===== src/leqe_pkg.sv =====
package leqe_pkg;
  // equation array shape
  localparam int unsigned NUM_EQ      = 8;
  localparam int unsigned EQ_IDX_W    = 3;
  localparam int unsigned NUM_EXT     = 16;
  localparam int unsigned NUM_SIG     = 32;   // external signals then equation results
  localparam int unsigned SIG_SEL_W   = 5;
  localparam int unsigned NUM_OPND    = 4;
  localparam int unsigned DLY_W       = 16;
  localparam logic [SIG_SEL_W-1:0] EQ_SIG_BASE = 5'h10;

  // gate operators, kept local to this block
  typedef enum logic [1:0] {
    LEQE_OP_AND  = 2'h0,
    LEQE_OP_OR   = 2'h1,
    LEQE_OP_XOR  = 2'h2,
    LEQE_OP_NAND = 2'h3
  } leqe_op_t;

  // per-slot register layout, slot stride 16 bytes
  localparam logic [11:0] SLOT_BASE       = 12'h000;
  localparam logic [11:0] SLOT_STRIDE     = 12'h010;
  localparam logic [3:0]  OFS_SEL         = 4'h0;
  localparam logic [3:0]  OFS_CTRL        = 4'h4;
  localparam logic [3:0]  OFS_DLY         = 4'h8;
  localparam logic [11:0] STATUS_ADDR     = 12'h100;
  localparam logic [11:0] EXT_ADDR        = 12'h104;
  localparam logic [11:0] CYCLE_ADDR      = 12'h108;

  // ctrl word fields
  localparam int unsigned CTRL_INV_LSB    = 0;
  localparam int unsigned CTRL_OP_LSB     = 4;
  localparam int unsigned CTRL_CLRINV_BIT = 6;
  localparam int unsigned CTRL_CLRSEL_LSB = 8;
  localparam int unsigned CTRL_EN_BIT     = 16;

  // reset values
  localparam logic [31:0] SEL_RST  = 32'h0000_0000;
  localparam logic [31:0] CTRL_RST = 32'h0000_0000;
  localparam logic [31:0] DLY_RST  = 32'h0000_0000;

  // engine states, gray along idle -> eval -> wrap
  typedef enum logic [1:0] {
    LEQE_ST_IDLE = 2'b00,
    LEQE_ST_EVAL = 2'b01,
    LEQE_ST_WRAP = 2'b11
  } leqe_state_t;
endpackage


===== src/leqe_slot_if.sv =====
`timescale 1ns/1ps
interface leqe_slot_if;
  import leqe_pkg::*;
  logic             gate_in;
  logic             clear_in;
  logic [DLY_W-1:0] on_dly;
  logic [DLY_W-1:0] off_dly;
  logic             step;
  logic             delayed;
  logic             latched;
  modport engine (output gate_in, output clear_in, output on_dly, output off_dly,
                  output step, input delayed, input latched);
  modport slot   (input gate_in, input clear_in, input on_dly, input off_dly,
                  input step, output delayed, output latched);
endinterface


===== src/leqe_timer_latch.sv =====
`timescale 1ns/1ps
module leqe_timer_latch
  import leqe_pkg::*;
(
  input  wire logic   pclk,
  input  wire logic   presetn,
  leqe_slot_if.slot   sif
);
  logic [DLY_W-1:0] cnt_q;
  logic             delayed_q;
  logic             latched_q;
  logic             delayed_d;

  // one step is one process cycle, so delays are counted in passes
  always_comb begin
    delayed_d = delayed_q;
    if (sif.gate_in != delayed_q) begin
      if (sif.gate_in && cnt_q >= sif.on_dly)   delayed_d = 1'b1;
      if (!sif.gate_in && cnt_q >= sif.off_dly) delayed_d = 1'b0;
    end
  end

  always_ff @(posedge pclk or negedge presetn) begin
    if (!presetn) begin
      cnt_q     <= '0;
      delayed_q <= 1'b0;
    end else if (sif.step) begin
      delayed_q <= delayed_d;
      // short pulse restarts the count
      if (sif.gate_in == delayed_q || delayed_d != delayed_q) cnt_q <= DLY_W'(1);
      else if (cnt_q != '1) cnt_q <= cnt_q + DLY_W'(1);
    end
  end

  always_ff @(posedge pclk or negedge presetn) begin
    if (!presetn) latched_q <= 1'b0;
    else if (sif.step) begin
      if (sif.clear_in) latched_q <= 1'b0;
      else if (delayed_d) latched_q <= 1'b1;
    end
  end

  assign sif.delayed = delayed_d;
  assign sif.latched = sif.clear_in ? 1'b0 : (delayed_d | latched_q);
endmodule // leqe_timer_latch


===== src/leqe_engine.sv =====
`timescale 1ns/1ps
// Functional notes
// - each slot gates four operands picked from the shared signal list
// - each of the four operands may be inverted before the gate
// - gate result passes an on-delay and off-delay timer
// - each slot drives an unlatched result and a latched result together
// - the inverse of the latched result is also driven
// - latch clear is a selectable signal with optional inversion
// - clear wins when set and clear are both true
// - slot results are selectable as operands of other slots
// - one pass evaluates slots in ascending index order from slot 0
// - a new pass starts one wrap cycle after the last slot
// - a lower slot feeding a higher one gives this pass's value
// - a higher slot feeding a lower one gives last pass's value
module leqe_engine
  import leqe_pkg::*;
(
  input  wire logic                 pclk,
  input  wire logic                 presetn,
  input  wire logic [31:0]          paddr,
  input  wire logic                 psel,
  input  wire logic                 penable,
  input  wire logic                 pwrite,
  input  wire logic [31:0]          pwdata,
  input  wire logic [3:0]           pstrb,
  output logic      [31:0]          prdata,
  output logic                      pready,
  output logic                      pslverr,
  input  wire logic [NUM_EXT-1:0]   ext_signal,
  output logic      [NUM_EQ-1:0]    equation_result,
  output logic      [NUM_EQ-1:0]    equation_latched,
  output logic      [NUM_EQ-1:0]    equation_latched_n,
  output logic                      pass_done
);
  logic [31:0]          sel_q  [NUM_EQ];
  logic [31:0]          ctrl_q [NUM_EQ];
  logic [31:0]          dly_q  [NUM_EQ];
  logic [NUM_EXT-1:0]   ext_s1_q, ext_s2_q, ext_s3_q, ext_q;
  logic [NUM_EQ-1:0]    res_q, lat_q;
  logic [EQ_IDX_W-1:0]  idx_q;
  logic [31:0]          pass_cnt_q;
  leqe_state_t          st_q;
  logic [NUM_SIG-1:0]   sig_list;
  logic [NUM_EQ-1:0]    delayed_w, latched_w;
  logic                 gate_w, clear_w;
  logic [NUM_OPND-1:0]  opnd_w;
  logic [31:0]          rd_d;
  logic                 addr_ok;
  logic [3:0]           slot_reg;
  logic [EQ_IDX_W-1:0]  slot_idx;
  logic                 in_slots;
  logic                 acc_w;
  leqe_op_t             op_w;

  // three-stage sync, accept a change once stages two and three agree
  always_ff @(posedge pclk or negedge presetn) begin
    if (!presetn) begin
      ext_s1_q <= '0;
      ext_s2_q <= '0;
      ext_s3_q <= '0;
      ext_q    <= '0;
    end else begin
      ext_s1_q <= ext_signal;
      ext_s2_q <= ext_s1_q;
      ext_s3_q <= ext_s2_q;
      for (int i = 0; i < NUM_EXT; i++) begin
        if (ext_s2_q[i] == ext_s3_q[i]) ext_q[i] <= ext_s3_q[i];
      end
    end
  end

  // res_q holds newest value: already updated for lower slots this pass
  // unused top entries of the list read as zero
  assign sig_list = {8'h00, res_q, ext_q};

  // per-slot timer and latch
  genvar g;
  generate
    for (g = 0; g < NUM_EQ; g++) begin : g_slot
      leqe_slot_if sif ();
      assign sif.gate_in  = gate_w;
      assign sif.clear_in = clear_w;
      assign sif.on_dly   = dly_q[g][DLY_W-1:0];
      assign sif.off_dly  = dly_q[g][2*DLY_W-1:DLY_W];
      assign sif.step     = (st_q == LEQE_ST_EVAL) && (idx_q == EQ_IDX_W'(g));
      assign delayed_w[g] = sif.delayed;
      assign latched_w[g] = sif.latched;
      leqe_timer_latch u_tl (
        .pclk    (pclk),
        .presetn (presetn),
        .sif     (sif)
      );
    end
  endgenerate

  // operands of the slot under evaluation
  always_comb begin
    logic [SIG_SEL_W-1:0] s;
    s      = '0;
    opnd_w = '0;
    for (int k = 0; k < NUM_OPND; k++) begin
      s = sel_q[idx_q][k*8 +: SIG_SEL_W];
      opnd_w[k] = sig_list[s] ^ ctrl_q[idx_q][CTRL_INV_LSB+k];
    end
  end

  assign op_w = leqe_op_t'(ctrl_q[idx_q][CTRL_OP_LSB +: 2]);

  always_comb begin
    unique case (op_w)
      LEQE_OP_AND:  gate_w = &opnd_w;
      LEQE_OP_OR:   gate_w = |opnd_w;
      LEQE_OP_XOR:  gate_w = ^opnd_w;
      LEQE_OP_NAND: gate_w = ~&opnd_w;
    endcase
  end

  assign clear_w = sig_list[ctrl_q[idx_q][CTRL_CLRSEL_LSB +: SIG_SEL_W]]
                   ^ ctrl_q[idx_q][CTRL_CLRINV_BIT];

  // sequencer: one slot per clock, slot 0 up to the last, then again
  always_ff @(posedge pclk or negedge presetn) begin
    if (!presetn) begin
      st_q  <= LEQE_ST_IDLE;
      idx_q <= '0;
    end else begin
      unique case (st_q)
        LEQE_ST_IDLE: st_q <= LEQE_ST_EVAL;
        LEQE_ST_EVAL: begin
          if (idx_q == EQ_IDX_W'(NUM_EQ-1)) st_q <= LEQE_ST_WRAP;
          else idx_q <= idx_q + EQ_IDX_W'(1);
        end
        LEQE_ST_WRAP: begin
          idx_q <= '0;
          st_q  <= LEQE_ST_EVAL;
        end
        default: st_q <= LEQE_ST_IDLE;
      endcase
    end
  end

  // results update in place, so later slots see them this pass
  always_ff @(posedge pclk or negedge presetn) begin
    if (!presetn) begin
      res_q <= '0;
      lat_q <= '0;
    end else if (st_q == LEQE_ST_EVAL) begin
      res_q[idx_q] <= delayed_w[idx_q] & ctrl_q[idx_q][CTRL_EN_BIT];
      lat_q[idx_q] <= latched_w[idx_q] & ctrl_q[idx_q][CTRL_EN_BIT];
    end
  end

  always_ff @(posedge pclk or negedge presetn) begin
    if (!presetn) begin
      pass_cnt_q <= '0;
      pass_done  <= 1'b0;
    end else begin
      pass_done <= (st_q == LEQE_ST_WRAP);
      if (st_q == LEQE_ST_WRAP) pass_cnt_q <= pass_cnt_q + 32'h0000_0001;
    end
  end

  assign equation_result    = res_q;
  assign equation_latched   = lat_q;
  assign equation_latched_n = ~lat_q;

  // APB slave, zero wait states
  assign in_slots = (paddr[11:0] < STATUS_ADDR) && (paddr[31:12] == '0);
  assign slot_idx = paddr[6:4];
  assign slot_reg = paddr[3:0];
  assign acc_w    = psel && penable;
  assign pready   = 1'b1;

  always_comb begin
    rd_d    = 32'h0000_0000;
    addr_ok = 1'b1;
    if (in_slots && paddr[11:7] == 5'h00) begin
      unique case (slot_reg)
        OFS_SEL:  rd_d = sel_q[slot_idx];
        OFS_CTRL: rd_d = ctrl_q[slot_idx];
        OFS_DLY:  rd_d = dly_q[slot_idx];
        default:  addr_ok = 1'b0;
      endcase
    end else if (paddr == {20'h00000, STATUS_ADDR}) begin
      rd_d = {16'h0000, lat_q, res_q};
    end else if (paddr == {20'h00000, EXT_ADDR}) begin
      rd_d = {16'h0000, ext_q};
    end else if (paddr == {20'h00000, CYCLE_ADDR}) begin
      rd_d = pass_cnt_q;
    end else begin
      addr_ok = 1'b0;
    end
  end

  always_ff @(posedge pclk or negedge presetn) begin
    if (!presetn) begin
      prdata  <= '0;
      pslverr <= 1'b0;
    end else if (psel && !penable) begin
      prdata  <= pwrite ? 32'h0000_0000 : rd_d;
      pslverr <= !addr_ok || (pwrite && !in_slots && addr_ok);
    end
  end

  generate
    for (g = 0; g < NUM_EQ; g++) begin : g_regs
      always_ff @(posedge pclk or negedge presetn) begin
        if (!presetn) begin
          sel_q[g]  <= SEL_RST;
          ctrl_q[g] <= CTRL_RST;
          dly_q[g]  <= DLY_RST;
        end else if (acc_w && pwrite && in_slots && addr_ok
                     && paddr[11:7] == 5'h00 && slot_idx == EQ_IDX_W'(g)) begin
          for (int b = 0; b < 4; b++) begin
            if (pstrb[b]) begin
              if (slot_reg == OFS_SEL)  sel_q[g][b*8 +: 8]  <= pwdata[b*8 +: 8];
              if (slot_reg == OFS_CTRL) ctrl_q[g][b*8 +: 8] <= pwdata[b*8 +: 8];
              if (slot_reg == OFS_DLY)  dly_q[g][b*8 +: 8]  <= pwdata[b*8 +: 8];
            end
          end
        end
      end
    end
  endgenerate

  // checks
  order_step_a: assert property (@(posedge pclk) disable iff (!presetn)
    (st_q == LEQE_ST_EVAL && idx_q != EQ_IDX_W'(NUM_EQ-1))
      |=> (st_q == LEQE_ST_EVAL && idx_q == $past(idx_q) + EQ_IDX_W'(1)))
    else $error("slot order broken");
  pass_wrap_a: assert property (@(posedge pclk) disable iff (!presetn)
    (st_q == LEQE_ST_EVAL && idx_q == EQ_IDX_W'(NUM_EQ-1))
      |=> st_q == LEQE_ST_WRAP ##1 (st_q == LEQE_ST_EVAL && idx_q == '0))
    else $error("pass did not restart");
  latch_inv_a: assert property (@(posedge pclk) disable iff (!presetn)
    equation_latched_n == ~equation_latched)
    else $error("inverted latch mismatch");
  clear_wins_a: assert property (@(posedge pclk) disable iff (!presetn)
    (st_q == LEQE_ST_EVAL && clear_w) |=> !lat_q[$past(idx_q)])
    else $error("clear did not dominate");
  latch_set_a: assert property (@(posedge pclk) disable iff (!presetn)
    (st_q == LEQE_ST_EVAL && !clear_w && delayed_w[idx_q] && ctrl_q[idx_q][CTRL_EN_BIT])
      |=> lat_q[$past(idx_q)])
    else $error("latch did not set");
  result_copy_a: assert property (@(posedge pclk) disable iff (!presetn)
    (st_q == LEQE_ST_EVAL && ctrl_q[idx_q][CTRL_EN_BIT])
      |=> res_q[$past(idx_q)] == $past(delayed_w[idx_q]))
    else $error("result not stored");
  zero_on_a: assert property (@(posedge pclk) disable iff (!presetn)
    (st_q == LEQE_ST_EVAL && dly_q[idx_q][DLY_W-1:0] == '0 && gate_w)
      |-> delayed_w[idx_q])
    else $error("zero on-delay not immediate");
  zero_off_a: assert property (@(posedge pclk) disable iff (!presetn)
    (st_q == LEQE_ST_EVAL && dly_q[idx_q][2*DLY_W-1:DLY_W] == '0 && !gate_w)
      |-> !delayed_w[idx_q])
    else $error("zero off-delay not immediate");
  apb_ready_a: assert property (@(posedge pclk) disable iff (!presetn)
    (psel && !penable) |=> pready)
    else $error("apb not ready");
  pass_cov: cover property (@(posedge pclk) disable iff (!presetn) pass_done);
  latch_cov: cover property (@(posedge pclk) disable iff (!presetn) $rose(lat_q[0]));
  clear_cov: cover property (@(posedge pclk) disable iff (!presetn)
    st_q == LEQE_ST_EVAL && clear_w && delayed_w[idx_q]);
endmodule // leqe_engine


===== config.mk =====
export PLATFORM = sky130hd
export DESIGN_NAME = leqe_engine
export DESIGN_NICKNAME = d
export VERILOG_FILES = /design/src/leqe_pkg.sv /design/src/leqe_slot_if.sv /design/src/leqe_timer_latch.sv /design/src/leqe_engine.sv
export SDC_FILE = /design/constraint.sdc
export NUM_CORES = 2
export LEC_CHECK = 0
export BUFFER_PORTS_ARGS = -buffer_cell sky130_fd_sc_hd__buf_2
export CAP_MARGIN = 20
export CORE_MARGIN = 3
export CORE_UTILIZATION = 35
export DETAILED_ROUTE_END_ITERATION = 12
export SLEW_MARGIN = 20
export SYNTH_ARGS = -nofsm -noshare
export SYNTH_HDL_FRONTEND = slang
export SYNTH_SLANG_ARGS = --single-unit

===== constraint.sdc =====
create_clock -name pclk -period 5.4 [get_ports pclk]
set_input_delay 1.08 -clock pclk [delete_from_list [all_inputs] [get_ports pclk]]
set_output_delay 1.08 -clock pclk [all_outputs]
set_load 0.02 [all_outputs]

; ---- Word level (Yosys, flattened, before mapping)
; Cells that the tools add are included.
[classes]
eq_ne = 74
reduce_logical = 199
muxes = 113
order_cmp = 26
add_sub_neg = 10
bitwise = 18
n_mul = 0
n_shift = 0
div_mod_pow = 0
[ops]
columns = op, count
row1 = $bmux W32 S3, 5
row2 = $mux W32, 11
row3 = $reduce_and A3 Y1, 96
row4 = $ge A16 B16 Y1, 16
row5 = $mux W16, 16
row6 = $add A16 B1 Y16 const B, 8
row7 = $ne A16 B16 Y1 const B, 8
row8 = $eq A32 B9 Y1 const B, 3
row9 = $pmux W32 S3, 1
row10 = $mux W1, 61
row11 = $mux W29, 2
row12 = $logic_and A1 B1 Y1, 43
row13 = $mux W17, 2
row14 = $reduce_and A2 Y1, 17
row15 = $reduce_bool A2 Y1, 17
row16 = $add A32 B1 Y32 const B, 1
row17 = $lt A5 B6 Y1 const B, 5
row18 = $bmux W1 S5, 5
row19 = $eq A1 B1 Y1, 24
row20 = $eq A3 B3 Y1 const B, 8
row21 = $logic_not A20 Y1, 1
row22 = $bwmux W8, 2
row23 = $ne A1 B1 Y1, 16
row24 = $eq A3 B2 Y1 const B, 4
row25 = 34 further kinds, 68
[totals]
memories = 0
latchBits = 0
register_bits = 1063
mem_bits_ro = 0
mem_bits_rw = 0

; ---- Longest topological paths before layout
[logic_depth]
word_depth = 20
depth_mapped = 27
ltp_nobuf = 18

; ---- Hierarchy
; From an unflattened synthesis, not the netlist that was laid out.
[unflattened]
cells_unflattened = 4757
area_unflattened_um2 = 59449.5
[modules_own_cells]
columns = mod, instances, area_each_um2, seq_area_each_um2, cells_each
row1 = leqe_engine, 1, 44637.8, 22997.1, 3073
row2 = leqe_timer_latch at g_slot[2].u_tl ..., 4, 1864.3, 450.4, 211
row3 = leqe_timer_latch at g_slot[0].u_tl ..., 2, 1869.3, 450.4, 211
row4 = leqe_timer_latch at g_slot[6].u_tl, 1, 1879.3, 450.4, 212
row5 = leqe_timer_latch at g_slot[7].u_tl, 1, 1736.7, 450.4, 206

; ---- Least setup slack after synthesis
; No wires, ideal clock.
[synth_path]
path_kind = register to register
start = register idx_q[1]
end = register res_q[0] (netlist: equation_result[0])
arrival_time_ns = 5.074
path_stages_with_launch = 26
setup_slack_ns = 0.188
setup_ns = 0.138
required_time_ns = 5.262
synth_period_minus_slack_ns = 5.212
cell_sequence = dfrtp_1 buf_2 buf_2 buf_4 buf_4 buf_4 buf_2 mux2i_1 nor2_1 a221oi_1 buf_2 mux4_2 mux2i_1 nor2_1 mux2i_1 xnor2_1 ha_1 xor2_1 a211o_1 and4_1 buf_2 buf_2 o22a_1 a211o_1 nor4b_4 o31ai_1
[synth_via]
elab_chain_len = 18
elab_cells_between_ends = 86
classes_between = 2 x order compare / 11 x eq/ne / 44 x mux / 6 x bitwise / 23 x reduce/logical
[synth_lines]
columns = element, line
row1 = start: declaration, leqe_engine.sv:40  ; logic [EQ_IDX_W-1:0] idx_q;
row2 = start signal: assignment, leqe_engine.sv:131  ; else idx_q <= idx_q + EQ_IDX_W'(1);
row3 = $not A3 Y4 (not written as such), n/a
row4 = $bmux W32 S3, leqe_engine.sv:102  ; s = sel_q[idx_q][k*8 +: SIG_SEL_W];
row5 = $mux W29 (not written as such) (2 in a row), leqe_engine.sv:102
row6 = $bmux W1 S5, leqe_engine.sv:103  ; opnd_w[k] = sig_list[s] ^ ctrl_q[idx_q][CTRL_INV_LSB+k];
row7 = $mux W1 (not written as such), leqe_engine.sv:103
row8 = $xor A1 B1 Y1, leqe_engine.sv:103
row9 = $reduce_and A4 Y1, "leqe_engine.sv:111, leqe_engine.sv:114"
row10 = $logic_not A1 Y1, leqe_engine.sv:114  ; LEQE_OP_NAND: gate_w = ~&opnd_w;
row11 = $pmux W1 S4, leqe_engine.sv:110  ; unique case (op_w)
row12 = $logic_and A1 B1 Y1 or $logic_not A1 Y1 (tied branches), "leqe_timer_latch.sv:18, leqe_timer_latch.sv:19"
row13 = $mux W1 or $logic_and A1 B1 Y1 (tied branches), "leqe_timer_latch.sv:18, leqe_timer_latch.sv:19"
row14 = $mux W1, leqe_timer_latch.sv:19  ; if (!sif.gate_in && cnt_q >= sif.off_dly) delayed_d = 1'b0;
row15 = $mux W1, leqe_timer_latch.sv:17  ; if (sif.gate_in != delayed_q) begin
row16 = $bmux W1 S3, leqe_engine.sv:148  ; res_q[idx_q] <= delayed_w[idx_q] & ctrl_q[idx_q][CTRL_EN_BIT];
row17 = $mux W1 (not written as such), leqe_engine.sv:148
row18 = $and A1 B1 Y1, leqe_engine.sv:148
row19 = $bwmux W8 *, leqe_engine.sv:148
row20 = end signal: indexed assignment, leqe_engine.sv:148
row21 = end: declaration, leqe_engine.sv:39  ; logic [NUM_EQ-1:0] res_q, lat_q;
; Every way passes the cells marked *; elsewhere a longest branch is shown, timed or not. The select of a mux whose other input is x is not followed.
; A chain may end at the register's enable or synchronous reset.

; ---- Worst setup path in the final report
[layout_path]
start = register idx_q[2]
end = register lat_q[5] (netlist: equation_latched[5])
[layout_via]
elab_chain_len = 20
elab_cells_between_ends = 105
classes_between = 2 x order compare / 11 x eq/ne / 54 x mux / 15 x bitwise / 23 x reduce/logical
[layout_lines]
columns = element, line
row1 = $not A3 Y4 (not written as such), n/a
row2 = $bmux W32 S3, leqe_engine.sv:102
row3 = $mux W29 (not written as such) (2 in a row), leqe_engine.sv:102
row4 = $bmux W1 S5, leqe_engine.sv:103
row5 = $mux W1 (not written as such), leqe_engine.sv:103
row6 = $xor A1 B1 Y1, leqe_engine.sv:103
row7 = $reduce_and A4 Y1, "leqe_engine.sv:111, leqe_engine.sv:114"
row8 = $logic_not A1 Y1, leqe_engine.sv:114
row9 = [3 not listed], n/a
row10 = $mux W1, leqe_timer_latch.sv:19
row11 = $mux W1, leqe_timer_latch.sv:17
row12 = $or A1 B1 Y1, leqe_timer_latch.sv:44  ; assign sif.latched = sif.clear_in ? 1'b0 : (delayed_d | latched_q);
row13 = $mux W1, leqe_timer_latch.sv:44
row14 = $bmux W1 S3, leqe_engine.sv:149  ; lat_q[idx_q] <= latched_w[idx_q] & ctrl_q[idx_q][CTRL_EN_BIT];
row15 = $mux W1 (not written as such), leqe_engine.sv:149
row16 = $and A1 B1 Y1, leqe_engine.sv:149
row17 = $bwmux W8 *, leqe_engine.sv:149
row18 = end signal: indexed assignment, leqe_engine.sv:149
row19 = end: declaration, leqe_engine.sv:39
; Marks and branches as above.

==> results.ini <==
[timing]
fin_skew_ns = 0.0876
post-route-min-period_ns = 5.18
slew_viol_final = 0
rsz0062_at_grt = false
fmax_mhz = 193
setup_tns_ns = 0
slew_headroom = 0.163
setup_violations = 0
worst_pin_slew_ns = 1.25
final-hold-violation-count = 0
finalCritPeriodShare = 0.959

[critical_path]
worstPathRequired_ns = 6.06
cp_cell_sequence = buf_4 -> buf_4 -> nor2_1 -> o2bb2ai_1 -> a221oi_2 -> buf_4 -> mux4_2 -> mux2i_1 -> mux2_2 -> o22ai_1 -> xnor2_1 -> ha_1 -> xor2_1 -> a211o_1 -> and4_1 -> buf_12 -> o22ai_1 -> a221oi_1 -> nor4b_2 -> o41ai_1
critPathSlowestCell = a221oi_1
path_class = reg2reg
path_buf_inv = 4
arrival_ns = 5.84
crit_family = compound AO/OA/AOI/OAI gates
cp_max_fo = 17
endpoint_kind = register
crit_top_cell = buf_4
crit_path_start_kind = register
max_stage_delay_ns = 0.52

[detailed_routing]
antenna_left = 0
drt_iter0_drc = 4573
dr_total_vias = 43168
firstDrtPassIters = 6
wl_um = 208000
routed_via_density = 5.75
drc_errors = 0
wl_per_cell_um = 27.7

[clocking]
htree_levels = 3
clk_pin_slew_worst_paths_ns = 0.06
clk_latency_ns = 0.79
cts_hold_buffers = 0
cts.sinks = 1063
root_buffer = clkbuf_16
clk_path_buf_depth = 3
cts_tree = done
cts_buffers = 117

[pwr]
seq_power_share = 0.461
swShare = 0.240
peakVddDrop_uv = 245
p_comb_frac = 0.045
p_leak_nw = 32.0
clock_power_share = 0.494
p_sw_mw = 4.19
p_int_mw = 13.3
power.density_nw_per_um2 = 266

[floorplanning]
die_width_um = 410
die_h_um = 410
dieArea_um2 = 168000
core_area_um2 = 161000
num_io_pins = 148
start_util = 0.354
num_rows = 147

[logic_synthesis]
ys_top_cells_by_area = dfrtp_1 47%, mux2_2 11%, mux4_2 8.5%, ha_1 6.0%, nand2_1 3.2%
synth_area_leader_cell = dfrtp_1
ys_async_sr_fraction = 1.00
syn_inst = 5001
synth-warning-count = 0
seq_area_frac_synth = 0.465
synth_edf_count = 0
yosys_register_bits = 1063
syn_nets = 5365
syn_avg_cell_area_um2 = 11.4
synth_top_area_frac = 0.465
synth_area_um2 = 57200
synth_flop_cell = dfrtp_1
synth_cell_types = 93

[layout]
stdcell_count = 7507
final_layout_size_suffix_gt1_frac = 0.263
layout_common_cells = 1060 x dfrtp_1, 571 x mux2_2, 484 x nand2_1, 362 x o21ai_0, 322 x nor2_1
final_common_cell = dfrtp_1
final_nets = 5609
area_delta_synth_final_pct = 15.3

[grt]
grt_max_degree = 164
grt_util_met1 = 0.334
grt_pass1_vias = 42257
grtUsageMet3 = 0.0732
globalRouteTotalUtil = 0.245
antenna_found_initial = 16
use_met2 = 0.353
grt_pass1_wl_um = 302000
gr-total-overflow = 0
grt.busiest_layer = met2

[job]
maxCapViolations = 0

[placed_design]
portBuffers = 146
placedCellCount = 7281
routabilityCongestion = 1.00
hpwl_um = 153000

[worst_hold_path]
hold_path.class = in2async

[outcome]
status = finished clean

## power by group through the flow
stage	Combinational, mW	Clock, mW	Sequential [mW]
2_1_floorplan	0.324	0	8.18
3_3_place_gp	0.778	0	8.22
3_5_place_dp	0.783	0	8.21
4_1_cts	0.785	8.77	8.07
5_1_grt	0.840	9.12	8.07
6_report	0.787	8.65	8.07
## cell usage after synthesis, types with 8 or more instances
library cell,instances
ha_1,275
nand4_1,62
nand2b_1,30
mux2_2,571
xor2_1,75
or3_1,11
xnor2_1,62
a22o_1,23
nand2_1,484
nor3_1,31
and3_1,42
o22a_1,11
mux4_2,216
nor4_1,10
a21o_1,59
mux2i_1,149
nand3_1,64
and2_1,12
o221ai_1,17
inv_1,280
a22oi_1,11
clkbuf_1,190
a31oi_1,8
nor2b_1,26
o21ai_0,363
o211ai_1,9
o31ai_1,30
a211oi_1,16
nor2_1,323
a21oi_1,133
maj3_1,16
o22ai_1,78
a221oi_1,28
and4_1,20
a211o_1,12
dfrtp_1,1063
buf_2,19
buf_1,38
or4_1,10
## worst reg2reg max path, stage by stage (launching register included)
cell and delay (ns):
dfrtp_2 0.45, buf_4 0.24, buf_4 0.21, nor2_1 0.11, o2bb2ai_1 0.15, a221oi_2 0.28, buf_4 0.19, mux4_2 0.50
mux2i_1 0.17, mux2_2 0.17, o22ai_1 0.11, xnor2_1 0.18, ha_1 0.30, xor2_1 0.16, a211o_1 0.13, and4_1 0.28
buf_12 0.23, o22ai_1 0.14, a221oi_1 0.52, nor4b_2 0.16, o41ai_1 0.36
## registers in the layout, summed over array words and instances, names as in the netlist
register               cells
prdata                    32
pslverr                    1
ext_s2_q                  16
ext_s1_q                  16
ctrl_q                   256
pass_done                  1
st_q                       2
dly_q                    256
idx_q                      3
ext_s3_q                  16
ext_q                     16
equation_result            8
g_slot.u_tl.cnt_q        128
equation_latched           8
pass_cnt_q                32
g_slot.u_tl.latched_q      8
sel_q                    256
g_slot.u_tl.delayed_q      8
## final cells by class
cell class	count	area, um2
Antenna cell	5	12.5
Clock buffer	174	3530
Clock inverter	42	659
Fill cell	15461	95600
Inverter	280	1050
Multi-Input combinational cell	3401	28500
Sequential cell	1063	26600
Tap cell	2160	2700
Timing Repair Buffer	382	2790
## metal layers
layer  vias up  part of all wire  wire, um
met4         8             0.057     11900
met3       480              0.10     21300
met2      2107              0.42     87600
li1      18596                 -         -
met1     21977              0.42     86800
met5         -           0.00055       115
## kinds of logic after synthesis
logic type	after synthesis	share of synthesized area
AND/OR/NAND/NOR	1155	0.0912
flip-flops	1063	0.465
multiplexers	944	0.227
AO/OA/AOI/OAI	873	0.0963
buffers and inverters	537	0.0365
adder cells (fa/ha/maj)	291	0.0630
XOR/XNOR	137	0.0210
other	1	0.0000656
## repair_timing
| item | in CTS | in global routing |
|---|---|---|
| gates resized for setup | 0 | 5 |
| endpoints found under the setup margin | 0 | 61 |
| buffers inserted | 0 | 4 |
## path summary, 6_finish.rpt
kind	start	end	slack (ns)	depth (start not counted)
min in group pclk	ext_s1_q[11]	ext_s2_q[11]	0.35	0
setup reg to reg	idx_q[2]	equation_latched[5]	0.22	20
setup / recovery	idx_q[2]	equation_latched[5]	0.22	20
hold reg to reg	ext_s1_q[11]	ext_s2_q[11]	0.35	0
max in group asynchronous	presetn	sel_q[96]	3.65	2
hold / removal	presetn	g_slot[2].u_tl.cnt_q[7]	0.31	1
## metrics by stage
step | util | area (um2) | worst slack (ns) | total power [mW] | hold slack (ns)
floorplan | - | 57200 | 0.188 | 8.50 | 0.331
detailed placement | 0.381 | 61600 | 0.206 | 9.00 | 0.335
finish | 0.408 | 65900 | 0.221 | 17.5 | 0.312
global route | 0.408 | 65900 | 0.0102 | 18.0 | 0.346
global placement | 0.381 | 61600 | 0.213 | 8.99 | 0.333
CTS | 0.407 | 65800 | 0.152 | 17.6 | 0.319
No activity file was read; power rests on OpenSTA's default activity.
